--- config.mk ---
export PLATFORM = sky130hd
export DESIGN_NAME = eacc_area_cycle_control
export DESIGN_NICKNAME = d
export VERILOG_FILES = /design/src/hdl/eacc_pkg.sv /design/src/hdl/eacc_area_cycle_control.sv
export SDC_FILE = /design/constraint.sdc
export NUM_CORES = 1
export LEC_CHECK = 0
export ABC_AREA = 1
export ABC_CLOCK_PERIOD_IN_PS = 6600
export BUFFER_PORTS_ARGS = -buffer_cell sky130_fd_sc_hd__buf_2
export CAP_MARGIN = 20
export CELL_PAD_IN_SITES_DETAIL_PLACEMENT = 0
export CELL_PAD_IN_SITES_GLOBAL_PLACEMENT = 2
export CORE_ASPECT_RATIO = 1.5
export CORE_MARGIN = 4
export CORE_UTILIZATION = 30
export DETAILED_ROUTE_END_ITERATION = 12
export PLACE_DENSITY = 0.93
export SLEW_MARGIN = 20
export SYNTH_ARGS = -nofsm -noshare
export SYNTH_HDL_FRONTEND = slang
export SYNTH_SLANG_ARGS = --single-unit
export TNS_END_PERCENT = 10
--- constraint.sdc ---
create_clock -name sys_clk -period 6.6 [get_ports sys_clk]
set_clock_uncertainty 0.05 [all_clocks]
set_input_delay 0.66 -clock sys_clk [delete_from_list [all_inputs] [get_ports sys_clk]]
set_output_delay 0.66 -clock sys_clk [all_outputs]
set_load 0.005 [all_outputs]
--- src/hdl/eacc_pkg.sv ---
// shared constants and types for the external area cycle controller
package eacc_pkg;
    localparam int         AREA_N     = 4;
    localparam int         PW_W       = 3;
    localparam int         BLEN_W     = 3;
    localparam logic [2:0] ADDR_SHORT = 3'h2;  // address phase cycles, extend off
    localparam logic [2:0] ADDR_LONG  = 3'h3;  // address phase cycles, extend on
    localparam logic [1:0] AREA0      = 2'h0;
    localparam logic [1:0] AREA1      = 2'h1;
    localparam logic [1:0] AREA2      = 2'h2;
    localparam logic [1:0] AREA3      = 2'h3;
    localparam logic [3:0] CS_IDLE_N  = 4'hf;

    typedef enum logic [9:0] {
        ST_IDLE    = 10'h001,
        ST_ADDR    = 10'h002,
        ST_HOLD    = 10'h004,
        ST_FIRST   = 10'h008,
        ST_SECOND  = 10'h010,
        ST_PWAIT   = 10'h020,
        ST_PINWAIT = 10'h040,
        ST_THIRD   = 10'h080,
        ST_TAIL    = 10'h100,
        ST_BURST   = 10'h200
    } eacc_state_e;

    typedef enum logic [1:0] {
        IF_BASIC = 2'h0,
        IF_BSRAM = 2'h1,
        IF_BURST = 2'h2,
        IF_MUX   = 2'h3
    } eacc_iface_e;

    // per-area access timing
    typedef struct packed {
        logic            hold_en;
        logic            tail_en;
        logic            three_state;
        logic [PW_W-1:0] prog_wait;
    } eacc_timing_s;

    // one access request from the internal bus
    typedef struct packed {
        logic [1:0] area;
        logic       in_rom;
        logic [5:0] burst_count;
    } eacc_req_s;
endpackage

--- src/hdl/eacc_area_cycle_control.sv ---
// external area access-cycle sequencer with interface select and chip selects
// Summary of operation
// - burst ROM: first access like basic, later accesses last 1 to 8 cycles
// - burst total: basic part, waits, no tail cycle, burst length times 0-63
// - multiplexed data phase like basic; address phase 2 or 3 by extend bit
// - multiplexed total: address plus data, program waits, tail cycles, pin waits
// - basic order: hold, first, second, program waits, pin waits, third, tail
// - multiplexed address states come before hold, data and wait states
// - read strobe, chip-select extension and DMA acknowledge timing adjustable
// - in extended mode area 0 external whole without ROM, outside ROM only with ROM enabled
// - active-low chip select of an area asserts while its external space is accessed
// - area 0 select: 00 basic, 01 byte SRAM, 10 burst ROM, 11 prohibited
// - area 1 uses the same select encoding as area 0
// - area 2 offers basic or byte SRAM only
// - area 3 offers basic, byte SRAM or multiplexed by its two bits
// - areas 2 and 3 are wholly external in extended mode
// - with ROM enabled areas 0 and 1 are external only outside the ROM
// - 2-state areas take no waits; 3-state take 0-7 program waits, then pin waits for as long as the pin holds
// - byte SRAM areas always use a 16-bit data bus
`timescale 1ns/1ps
module eacc_area_cycle_control
    import eacc_pkg::*;
#(
    parameter int BURST_N_W = 6
) (
    input  wire logic         sys_clk,
    input  wire logic         reset,
    input  wire logic         req_valid,
    input  wire eacc_req_s    req,
    output logic              req_ready,
    output logic              done,
    output logic              req_internal,
    input  wire logic         extended_mode,
    input  wire logic         rom_enable,
    input  wire eacc_timing_s area_timing [AREA_N],
    input  wire logic [3:0]   area_bus16,
    input  wire logic         burst_rom_select_area0,
    input  wire logic         burst_rom_select_area1,
    input  wire logic         byte_sram_select_area0,
    input  wire logic         byte_sram_select_area1,
    input  wire logic         byte_sram_select_area2,
    input  wire logic         byte_sram_select_area3,
    input  wire logic         multiplex_enable_area3,
    input  wire logic         address_cycle_extend,
    input  wire logic [2:0]   burst_cycle_count,
    input  wire logic         wait_enable,
    input  wire logic         wait_n,
    input  wire logic         rd_late_assert,
    input  wire logic         dack_on_strobe,
    output logic              area0_select_n,
    output logic              area1_select_n,
    output logic              area2_select_n,
    output logic              area3_select_n,
    output logic              rd_n,
    output logic              dma_transfer_ack_n,
    output logic              address_phase,
    output logic              bus16,
    output eacc_iface_e       iface,
    output logic              config_error,
    output eacc_state_e       cycle_state
);
    if (BURST_N_W != 6) begin : g_bad_width
        $error("burst count width must be 6");
    end

    eacc_state_e         state;
    eacc_state_e         next_state;
    eacc_iface_e         cur_iface;
    eacc_timing_s        cur_tm;
    eacc_timing_s        tm;
    logic [1:0]          cur_area;
    logic                cur_addr_ext;
    logic [BLEN_W-1:0]   cur_blen;
    logic [5:0]          cnt;
    logic [BURST_N_W-1:0] bleft;
    logic                wait_meta;
    logic                wait_sync;
    logic                wait_active;
    logic                ext;
    logic                take;
    logic [1:0]          next_area;
    eacc_iface_e         next_iface;
    logic [3:0]          cs_n;

    // interface style of an area from its select bits
    function automatic eacc_iface_e iface_of(input logic [1:0] a);
        case (a)
            AREA0:   iface_of = burst_rom_select_area0 && !byte_sram_select_area0 ? IF_BURST
                              : byte_sram_select_area0 ? IF_BSRAM : IF_BASIC;
            AREA1:   iface_of = burst_rom_select_area1 && !byte_sram_select_area1 ? IF_BURST
                              : byte_sram_select_area1 ? IF_BSRAM : IF_BASIC;
            AREA2:   iface_of = byte_sram_select_area2 ? IF_BSRAM : IF_BASIC;
            default: iface_of = multiplex_enable_area3 && !byte_sram_select_area3 ? IF_MUX
                              : byte_sram_select_area3 ? IF_BSRAM : IF_BASIC;
        endcase
    endfunction

    // states in which the chip select or read strobe is active
    function automatic logic cs_on(input eacc_state_e s, input logic tail_cs);
        cs_on = !(s inside {ST_IDLE, ST_HOLD, ST_TAIL}) || (s == ST_TAIL && tail_cs);
    endfunction

    function automatic logic rd_on(input eacc_state_e s, input logic late);
        rd_on = (s inside {ST_SECOND, ST_PWAIT, ST_PINWAIT, ST_THIRD, ST_BURST})
             || (s == ST_FIRST && !late);
    endfunction

    // two-flop synchroniser for the external wait pin
    always_ff @(posedge sys_clk) begin
        if (reset) begin
            wait_meta <= 1'b1;
            wait_sync <= 1'b1;
        end else begin
            wait_meta <= wait_n;
            wait_sync <= wait_meta;
        end
    end
    assign wait_active = wait_enable && !wait_sync;

    // external space decode per area
    always_comb begin
        case (req.area)
            AREA0, AREA1: ext = extended_mode && !(rom_enable && req.in_rom);
            default:      ext = extended_mode;
        endcase
    end
    assign req_ready = (state == ST_IDLE);
    assign take      = req_ready && req_valid && ext;
    assign tm        = req_ready ? area_timing[req.area] : cur_tm;
    assign next_area = req_ready ? req.area : cur_area;
    assign next_iface = req_ready ? iface_of(req.area) : cur_iface;

    // access state sequencing
    always_comb begin
        next_state = state;
        case (state)
            ST_IDLE: begin
                if (take) begin
                    if (iface_of(req.area) == IF_MUX) next_state = ST_ADDR;
                    else next_state = tm.hold_en ? ST_HOLD : ST_FIRST;
                end
            end
            ST_ADDR: begin
                if (cnt[2:0] == (cur_addr_ext ? ADDR_LONG : ADDR_SHORT) - 3'h1) begin
                    next_state = tm.hold_en ? ST_HOLD : ST_FIRST;
                end
            end
            ST_HOLD:  next_state = ST_FIRST;
            ST_FIRST: next_state = ST_SECOND;
            ST_SECOND: begin
                if (!tm.three_state) begin
                    next_state = ST_TAIL;
                end else if (tm.prog_wait != '0) begin
                    next_state = ST_PWAIT;
                end else begin
                    next_state = wait_active ? ST_PINWAIT : ST_THIRD;
                end
            end
            ST_PWAIT: begin
                if (cnt[PW_W-1:0] == tm.prog_wait - 3'h1) begin
                    next_state = wait_active ? ST_PINWAIT : ST_THIRD;
                end
            end
            ST_PINWAIT: next_state = wait_active ? ST_PINWAIT : ST_THIRD;
            ST_THIRD:   next_state = ST_TAIL;
            ST_BURST: begin
                if (cnt[BLEN_W-1:0] == cur_blen && bleft == 6'h01) next_state = ST_IDLE;
            end
            default: next_state = ST_IDLE;
        endcase
        // after the data part: bursts follow, else optional tail
        if (next_state == ST_TAIL && state != ST_TAIL) begin
            if (cur_iface == IF_BURST) begin
                next_state = (bleft != '0) ? ST_BURST : ST_IDLE;
            end else if (!tm.tail_en) begin
                next_state = ST_IDLE;
            end
        end
        if (state == ST_TAIL) next_state = ST_IDLE;
    end

    // state register
    always_ff @(posedge sys_clk) begin
        if (reset) state <= ST_IDLE;
        else       state <= next_state;
    end

    // per-state cycle counter, one count per bus clock
    always_ff @(posedge sys_clk) begin
        if (reset) begin
            cnt <= '0;
        end else if (next_state != state) begin
            cnt <= '0;
        end else if (state == ST_BURST && cnt[BLEN_W-1:0] == cur_blen) begin
            cnt <= '0;
        end else begin
            cnt <= cnt + 6'h01;
        end
    end

    // access context captured when the request is taken
    always_ff @(posedge sys_clk) begin
        if (reset) begin
            cur_area     <= AREA0;
            cur_iface    <= IF_BASIC;
            cur_tm       <= '0;
            cur_addr_ext <= 1'b0;
            cur_blen     <= '0;
            bleft        <= '0;
        end else if (take) begin
            cur_area     <= req.area;
            cur_iface    <= iface_of(req.area);
            cur_tm       <= area_timing[req.area];
            cur_addr_ext <= address_cycle_extend;
            cur_blen     <= burst_cycle_count;
            bleft        <= req.burst_count;
        end else if (state == ST_BURST && cnt[BLEN_W-1:0] == cur_blen) begin
            bleft <= bleft - 6'h01;
        end
    end

    // registered strobes and status
    always_ff @(posedge sys_clk) begin
        if (reset) begin
            cs_n               <= CS_IDLE_N;
            rd_n               <= 1'b1;
            dma_transfer_ack_n <= 1'b1;
            address_phase      <= 1'b0;
            bus16              <= 1'b0;
            iface              <= IF_BASIC;
            config_error       <= 1'b0;
            done               <= 1'b0;
            req_internal       <= 1'b0;
            cycle_state        <= ST_IDLE;
        end else begin
            cs_n <= CS_IDLE_N;
            if (cs_on(next_state, tm.tail_en)) cs_n[next_area] <= 1'b0;
            rd_n <= !rd_on(next_state, rd_late_assert);
            dma_transfer_ack_n <= dack_on_strobe ? !rd_on(next_state, rd_late_assert)
                                                 : !cs_on(next_state, tm.tail_en);
            address_phase <= (next_state == ST_ADDR);
            bus16         <= (next_iface == IF_BSRAM) || area_bus16[next_area];
            iface         <= next_iface;
            config_error  <= (burst_rom_select_area0 && byte_sram_select_area0)
                          || (burst_rom_select_area1 && byte_sram_select_area1)
                          || (multiplex_enable_area3 && byte_sram_select_area3);
            done          <= (state != ST_IDLE) && (next_state == ST_IDLE);
            req_internal  <= req_ready && req_valid && !ext;
            cycle_state   <= next_state;
        end
    end
    assign area0_select_n = cs_n[0];
    assign area1_select_n = cs_n[1];
    assign area2_select_n = cs_n[2];
    assign area3_select_n = cs_n[3];
endmodule

==> flow_metrics.tcl, run 1 <==
set metrics [dict create \
    status "complete, no violations" \
    crit_family "simple AND/OR/NAND/NOR gates" \
    syn-mean-instance-area_sq_um 6.39 \
    seq_area_frac_synth_pct 31.9 \
    crit_path_end_kind "flop" \
    cpMostUsedCell "nand2_1" \
    layout.nets 611 \
    ys_types 41 \
    worstSetupPathType "reg2reg" \
    powerDensity_nw_per_um2 271 \
    initial_utilization_pct 31.0 \
    die_y_microns 131 \
    cts_tree "done" \
    grt_pass1_vias 3313 \
    cts.clk_slew.worst_paths_ps 70 \
    clk_latency_ps 290 \
    globalplace.congestion 0.915 \
    clockRootBuffer "clkbuf_16" \
    ios 81 \
    syn-num-nets 534 \
    final_cell_mix "nand2_1 (125), buf_2 (80), inv_1 (57), nor2_1 (56), dfxtp_1 (48)" \
    arrival_ps 3460 \
    post-route-util_pct 37.8 \
    fin_cells 665 \
    ir_worst_vdd_mv 0.119 \
    seq_area_sq_um 961 \
    p_int_mw 0.628 \
    drt_iter0_drc 117 \
    worstSetupStartpointType "flop" \
    met3_usage_pct 1.83 \
    critical_path_depth 17 \
    finalSetupTns_ps 0 \
    via_count 3237 \
    globalRouteTotalUtil_pct 16.3 \
    period_share_pct 50.6 \
    met2_usage_pct 32.6 \
    postRouteAntennaNets 0 \
    postCtsSetupBuffers 0 \
    p_switching_mw 0.372 \
    dp_hpwl_mm 7.86 \
    async_reset_ff_share_pct 0 \
    die-area_sq_um 11800 \
    grt_max_degree 25 \
    antenna_cells 0 \
    p_leak_nw 1.87 \
    cp_slowest_stage_delay_ps 470 \
    layout_commonest_cell "nand2_1" \
    h-tree-depth 2 \
    routed_wl_mm 9.50 \
    ctsHoldBuffers 0 \
    port_buffers 80 \
    yosysWarnings 0 \
    core_sq_um 9740 \
    combPwrFrac_pct 35.7 \
    max_freq_mhz 299 \
    antenna_found_initial 0 \
    hold_viol_final 0 \
    slew_headroom_pct 58.5 \
    hold_path.class "reg2reg" \
    setup-violations-final 0 \
    clkSinkCount 48 \
    crit_chain "nor2_2, inv_1, nor4_1, o21ai_0, ha_1, xnor2_1, nand3_1, nand2_1, nand3_2, nand2_2, nand2_1, nand2_1, nand2_1, nor2_4, inv_2, nor3_2, nand3_1" \
    hold_depth 1 \
    cpMaxStageDelayCell "nor4_1" \
    rows 44 \
    tightest_slew_ps 621 \
    netlist_area_sq_um 3020 \
    top_usage_layer "met2" \
    ff2ff_path_depth 17 \
    grt_pass1_wl_mm 15.5 \
    cp_num_buf_inv 2 \
    overflow 0 \
    area_delta_synth_final_pct 22.2 \
    seqPwrFrac_pct 34.5 \
    syn-instance-count 472 \
    maxCapViolations 0 \
    critPathMaxFanout 13 \
    crit_required_ps 6720 \
    chipWidth_microns 89.9 \
    synth_edf_count 0 \
    dr.pass1.iters 4 \
    ctsResizeCount 0 \
    slew_viol_final 0 \
    ys.flop_type "dfxtp_1" \
    drive_above_1_share_pct 22.7 \
    period_needed_ps 3340 \
    grt_util_met1_pct 16.9 \
    power_frac_clock_pct 29.8 \
    switching_share_pct 37.2 \
    vias_per_cell 4.87 \
    multi_input_area_sq_um 1760 \
    ys_ff_latch 48 \
    grt_setup_unrepaired "no" \
    fill_cells 1073 \
    drc 0 \
    routedWlPerCell_microns 14.3 \
    dp.cells 657 \
    clk_path_buf_depth 2 \
    numCtsBuffers 5 \
]
==> cell families after synthesis <==
| group | synth area share [%] |
|---|---|
| compound gates | 12.0 |
| xor+xnor | 2.03 |
| fa+ha+maj | 2.07 |
| buf+inv | 9.71 |
| flops | 31.9 |
| simple gates | 42.3 |
==> flip-flops by register name, indices dropped and copies added (netlist names), 2 cells and up <==
signal	cells
cs_n	4
cnt	3
bleft	6
cur_blen	3
cur_tm	6
cur_area	2
cur_iface	2
iface	2
cycle_state	10
==> synthesized netlist by cell type (5+ instances only) <==
cell	instances	area, sq um
dfxtp_1	48	961
ha_1	5	62.6
a21oi_1	19	95.1
nor3_1	12	60.1
nand4_1	11	68.8
nand2_1	125	469
inv_1	57	214
nand3_1	34	170
nor2_4	5	56.3
clkbuf_1	8	30.0
nor2_2	6	37.5
nand2_2	7	43.8
inv_2	5	18.8
nor2_1	56	210
o21ai_0	26	130
==> through the flow <==
step                hold WS [ps]  power (mW)  instance area (sq um)  worst slack, ps
CTS                          369        1.01                   3690             3270
floorplan                    339       0.602                   3020             3600
finish                       363        1.00                   3690             3260
global route                 389        1.07                   3690             2780
global placement             351       0.707                   3510             3220
detailed placement           347       0.712                   3510             3100
==> metal layers <==
metal	vias up	wire [microns]	part of all wire, %
met3	21	312	3.3
met4	0	412	4.3
met1	1465	3700	39
li1	1675	-	-
met5	-	0	0
met2	76	5080	53
==> power groups by stage <==
| stage | Combinational, mW | Clock (mW) | Sequential (mW) |
|---|---|---|---|
| CTS | 0.362 | 0.304 | 0.345 |
| global placement | 0.355 | 0 | 0.351 |
| detailed placement | 0.360 | 0 | 0.352 |
| finish | 0.357 | 0.298 | 0.345 |
| floorplan | 0.258 | 0 | 0.345 |
| global route | 0.407 | 0.315 | 0.348 |
==> worst paths after layout <==
kind	from	to	slack, ps
worst max-delay path	cycle_state[9]	cs_n[0]	3260
worst max register to register	cycle_state[9]	cs_n[0]	3260
worst min-delay path	wait_meta	wait_sync	360
worst min register to register	wait_meta	wait_sync	360
==> final cells by class <==
class / instances / share of cell area [%]
clock buffer: 5 / 3.39
clock inverter: 3 / 1.29
inverter: 63 / 6.48
multi-input combinational: 350 / 47.8
sequential: 48 / 26.1
tap: 115 / 3.90
timing repair buffer: 81 / 11.1
No activity file was read; power rests on OpenSTA's default activity.
==> inputs of run 2 (changes only) <==
Settings changed: ABC_CLOCK_PERIOD_IN_PS 6600 to 2920, CORE_UTILIZATION 30 to 25, PLACE_DENSITY 0.93 to 0.84.
Clock period 6.6 ns to 2.92 ns, I/O delays scaled along.
==> run 2 against run 1 <==
Effect of this change:
- total power increased by 140%
- utilization decreased by 3.0 points
- critical endpoint is now cnt[0]
- setup slack got worse by 3100 ps
- largest cell class unchanged
- design area increased by 10%
- critical path type unchanged
==> flow_metrics.tcl, run 2 (synthesis results as in run 1) <==
set metrics [dict create \
    grt_setup_unrepaired "yes" \
    initial_utilization_pct 25.9 \
    maxCapViolations 0 \
    ios 81 \
    overflow 0 \
    routed-wl-met3_microns 343 \
    crit_required_ps 3090 \
    via_count 3333 \
    crit_path_end_kind "flop" \
    cpMostUsedCell "nand2_2" \
    drc 0 \
    routedWlPerCell_microns 14.2 \
    crit_chain "nor2_4, nand2_2, nor4_4, buf_4, nand2_2, o21ai_2, ha_2, xor2_1, nand3_2, nand2_2, nand2_1, nand2_1, nand2_2, nor2_4, inv_2, nand2_2, nand4_4, nor3_2" \
    combPwrFrac_pct 40.0 \
    period_needed_ps 2770 \
    power_frac_clock_pct 28.1 \
    m1WireLength_mm 4.03 \
    layout_commonest_cell "nand2_1" \
    die-area_sq_um 13900 \
    dp_hpwl_mm 8.78 \
    p_leak_nw 2.04 \
    fill_cells 1334 \
    hold_path.class "in2reg" \
    area_delta_synth_final_pct 34.7 \
    seqPwrFrac_pct 31.8 \
    dr.pass1.iters 4 \
    hold_viol_final 0 \
    h-tree-depth 2 \
    p_int_mw 1.51 \
    tightest_slew_ps 548 \
    die_y_microns 143 \
    p_switching_mw 0.896 \
    routed_wl_mm 10.4 \
    ctsHoldBuffers 0 \
    seq_area_sq_um 966 \
    max_freq_mhz 361 \
    slew_headroom_pct 63.5 \
    fin_cells 733 \
    top_layer "met4" \
    clockRootBuffer "clkbuf_16" \
    grt_pass1_vias 3319 \
    total_power_mw 2.41 \
    numCtsBuffers 5 \
    drive_above_1_share_pct 29.3 \
    vias_per_cell 4.55 \
    final_cell_mix "nand2_1 (121), buf_2 (80), inv_1 (57), nor2_1 (56), dfxtp_1 (46)" \
    cpMaxStageDelayCell "dfxtp_4" \
    cts_tree "done" \
    port_buffers 80 \
    core_sq_um 11700 \
    largest_reg_flops 10 \
    postRouteAntennaNets 0 \
    status "complete, no violations" \
    routed-wl-met2_mm 5.63 \
    rows 48 \
    chipWidth_microns 97.7 \
    cts.clk_slew.worst_paths_ps 70 \
    slew_viol_final 0 \
    reg.largest.list "cycle_state: 10 flops, bleft: 6 flops, cur_tm: 6 flops" \
    period_share_pct 94.7 \
    powerDensity_nw_per_um2 593 \
    grt_max_degree 25 \
    clkSinkCount 48 \
    layout.nets 644 \
    globalRouteTotalUtil_pct 15.1 \
    clk_latency_ps 300 \
    critPathMaxFanout 4 \
    grt_pass1_wl_mm 16.6 \
    multi_input_area_sq_um 1840 \
    setup-violations-final 0 \
    drt_iter0_drc 144 \
    antenna_found_initial 0 \
    worstSetupStartpointType "flop" \
    clk_path_buf_depth 2 \
    dp.cells 721 \
    arrival_ps 2940 \
    globalplace.congestion 0.918 \
    antenna_cells 0 \
    switching_share_pct 37.2 \
    ir_worst_vdd_mv 0.232 \
    cp_slowest_stage_delay_ps 360 \
    worstSetupPathType "reg2reg" \
    max_flop_register "cycle_state" \
]
run 2: cell types whose count changed in the layout (fill, tap and decap cells not counted), sizes merged:
| cell | delta |
|---|---|
| clkinvlp | +1 |
| buf | +33 |
| clkinv | -2 |
| inv | +1 |
run 2: layout make-up:
| type | instances | area share [%] |
|---|---|---|
| clock buffers | 5 | 3.08 |
| clock inverters | 3 | 1.14 |
| inverters | 63 | 5.88 |
| multi-input cells | 350 | 45.4 |
| flip-flops and latches | 48 | 23.8 |
| well taps | 150 | 4.62 |
| repair buffers | 114 | 16.1 |
run 2: power by group through the flow:
stage                     registers, mW  logic (mW)  clock network (mW)
after floorplan                   0.779       0.583                   0
after CTS                         0.769       0.920               0.692
final                             0.768       0.965               0.678
after global placement            0.784       0.913                   0
after global routing              0.776        1.09               0.723
after detailed placement          0.784       0.917                   0
run 2: final timing paths:
kind / slack (ps) / to / cells past startpoint / startpoint
worst max-delay path: 150 / cnt[0] / 18 / cycle_state[6]
worst min-delay path: 130 / wait_meta / 2 / wait_n
worst max register to register: 150 / cnt[0] / 18 / cycle_state[6]
worst min register to register: 370 / wait_sync / 1 / wait_meta
run 2: what timing repair did:
item,4_1_cts,5_1_grt
gates resized for setup,0,21
setup buffers,0,4
endpoints found under the setup margin,0,11
run 2: metal layers:
layer	up-vias	GRT usage (%)
met2	79	28.9
met1	1497	15.9
met4	0	7.22
met3	23	2.26
met5	-	0
li1	1734	-
run 2: per-stage QoR:
step,setup slack (ps),area (sq um),utilization [%],setup TNS [ps],hold slack [ps]
after global routing,-77.0,4060,34.9,-99.2,135
after global placement,24.2,3780,32.4,0,350
after CTS,11.6,3950,33.9,0,134
after floorplan,289,3020,-,0,339
final,154,4060,34.9,0,133
after detailed placement,-28.9,3780,32.4,-118,354
run 2: worst max-delay path, delay by kind of cell (launching register included):
family | cells | cell delay, ps
AOI/OAI and AO/OA | 1 | 90
xor gates and xnor gates | 1 | 170
DFF | 1 | 360
adders and majority gates | 1 | 290
and+or+nand+nor | 13 | 1480
buffers and inverters | 2 | 240
==> inputs of run 3 (changes only) <==
Settings changed: MAX_ROUTING_LAYER set to met4, PLACE_DENSITY 0.84 to not set, PLACE_DENSITY_LB_ADDON set to 0.05.
==> run 3 against run 2 <==
Effect of this change:
- fmax rose by 0.46%
- clock power rose by 2%
- sequential share of layout area fell by 0.53 points
- sequential cell count did not move
- sequential power fell by 0.9%
- total power rose by 1.5%
- first-iteration DRC count fell by 17%
- utilization rose by 1.0 points
- critical path type unchanged
- via count rose by 1.2%
- worst hold slack got worse by 7.3 ps
==> flow_metrics.tcl, run 3 (synthesis results as in run 1) <==
set metrics [dict create \
    period_share_pct 94.3 \
    grt_pass1_vias 3294 \
    placed_area_sq_um 3810 \
    fin_cells 746 \
    drive_above_1_share_pct 32.2 \
    crit_family "simple AND/OR/NAND/NOR gates" \
    cts.clk_slew.worst_paths_ps 70 \
    maxCapViolations 0 \
    setup-violations-final 0 \
    cpMaxStageDelayCell "dfxtp_2" \
    period_needed_ps 2750 \
    core_sq_um 11700 \
    dr.pass1.iters 4 \
    layout_commonest_cell "nand2_1" \
    routed_wl_mm 10.5 \
    ir_worst_vdd_mv 0.255 \
    hold_viol_final 0 \
    die_y_microns 143 \
    largest_reg_flops 10 \
    drc 0 \
    dp_hpwl_mm 8.68 \
    arrival_ps 2920 \
    port_buffers 80 \
    via_count 3374 \
    rrSetupSlack_ps 170 \
    vias_per_cell 4.52 \
    overflow 0 \
    worstSetupStartpointType "flop" \
    ios 81 \
    worstSetupPathType "reg2reg" \
    crit_chain "nor2_4, nand2_4, nor4_4, buf_4, nand2_2, o21ai_2, ha_2, xnor2_2, nand3_1, nand2_1, nand3_2, nand2_2, nand2_1, nand2_1, nand2_2, nor2_4, inv_2, nand2_2, nand4_4, nor3_2" \
    fin_area_sq_um 4180 \
    powerDensity_nw_per_um2 585 \
    max_flop_register "cycle_state" \
    globalplace.congestion 0.849 \
    final_cell_mix "nand2_1 (119), buf_2 (80), nor2_1 (56), inv_1 (54), buf_4 (47)" \
    post-route-util_pct 35.9 \
    globalRouteTotalUtil_pct 15.7 \
    tightest_slew_ps 624 \
    numCtsBuffers 5 \
    area_delta_synth_final_pct 38.7 \
    clk_path_buf_depth 2 \
    clkSinkCount 48 \
    clk_latency_ps 290 \
    routedWlPerCell_microns 14.0 \
    die-area_sq_um 13900 \
    p_leak_nw 2.12 \
    reg2reg_to "cnt[1]" \
    status "complete, no violations" \
    min_from "wait_n" \
    postRouteAntennaNets 0 \
    slew_headroom_pct 58.1 \
    grt_max_degree 24 \
    grt_pass1_wl_mm 16.7 \
    cpMostUsedCell "nand2_2" \
    chipWidth_microns 97.7 \
    rows 48 \
    initial_utilization_pct 25.9 \
    max_freq_mhz 363 \
    dp.cells 725 \
    antenna_cells 0 \
    clockRootBuffer "clkbuf_16" \
    drt_iter0_drc 120 \
    total_power_mw 2.45 \
    reg.largest.list "cycle_state: 10 flops, bleft: 6 flops, cur_tm: 6 flops" \
    ff2ff_path_depth 20 \
    cts_tree "done" \
    hold_depth 2 \
    cp_slowest_stage_delay_ps 330 \
    crit_path_end_kind "flop" \
    crit_required_ps 3080 \
    layout.nets 657 \
    reg2reg_from "cycle_state[6]" \
    min_delay_worst_endpoint "wait_meta" \
    hold_path.class "in2reg" \
    slew_viol_final 0 \
    critPathMaxFanout 4 \
    cp_num_buf_inv 2 \
    grt_setup_unrepaired "yes" \
    h-tree-depth 2 \
    antenna_found_initial 0 \
]
-- run 3: cell count changes in the layout (fill, tap and decap cells not counted), sizes merged --
cell	change
buf	+13
clkbuf	+1
clkinv	+1
clkinvlp	-1
inv	-1
-- run 3: worst max path at each step --
stage	startpoint	end	slack, ps	depth (start not counted)
finish	cycle_state[6]	cnt[1]	170	20
global route	cycle_state[6]	cnt[1]	-70	20
CTS	cycle_state[7]	cnt[2]	4	20
detailed placement	cycle_state[1]	cnt[1]	-100	20
global placement	cycle_state[1]	cs_n[0]	-10	20
floorplan	req[8]	cs_n[0]	290	20
-- run 3: repair_timing --
| action | CTS | global route |
|---|---|---|
| pin swaps | 3 | 14 |
| setup endpoints to repair | 8 | 10 |
| setup buffers | 2 | 11 |
| hold buffers | 0 | 0 |
| resized for setup | 8 | 23 |
-- run 3: layout make-up --
| class | instances | area [sq um] |
|---|---|---|
| fillers | 1364 | 7470 |
| clock inverters | 2 | 38.8 |
| clock buffers | 6 | 139 |
| repair buffers | 127 | 753 |
| inverters | 63 | 239 |
| well taps | 150 | 188 |
| multi-input cells | 350 | 1850 |
| flip-flops and latches | 48 | 972 |
-- run 3: per-stage QoR --
| step | setup TNS (ps) | hold slack (ps) | worst slack [ps] |
|---|---|---|---|
| 2_1_floorplan | 0 | 339 | 289 |
| 3_3_place_gp | -37.1 | 352 | -12.9 |
| 3_5_place_dp | -455 | 359 | -104 |
| 4_1_cts | 0 | 121 | 3.51 |
| 5_1_grt | -116 | 122 | -66.3 |
| 6_report | 0 | 126 | 166 |
-- run 3: where the power goes --
part / switching [mW] / internal [mW] / total [mW] / leakage [nW]
Sequential: 0.0386 / 0.723 / 0.761 / 0.396
Combinational: 0.589 / 0.405 / 0.994 / 1.64
Clock: 0.262 / 0.429 / 0.692 / 0.0871
-- run 3: metal layers --
layer  share of wire, %  up-vias  GRT usage [%]  wire length, microns
met2                 52       73           28.5                  5410
met5                  0        -              -                     0
met1                 42     1517           17.3                  4410
met4                2.5        0           5.91                   267
met3                3.7       13           2.26                   389
li1                   -     1771              -                     -
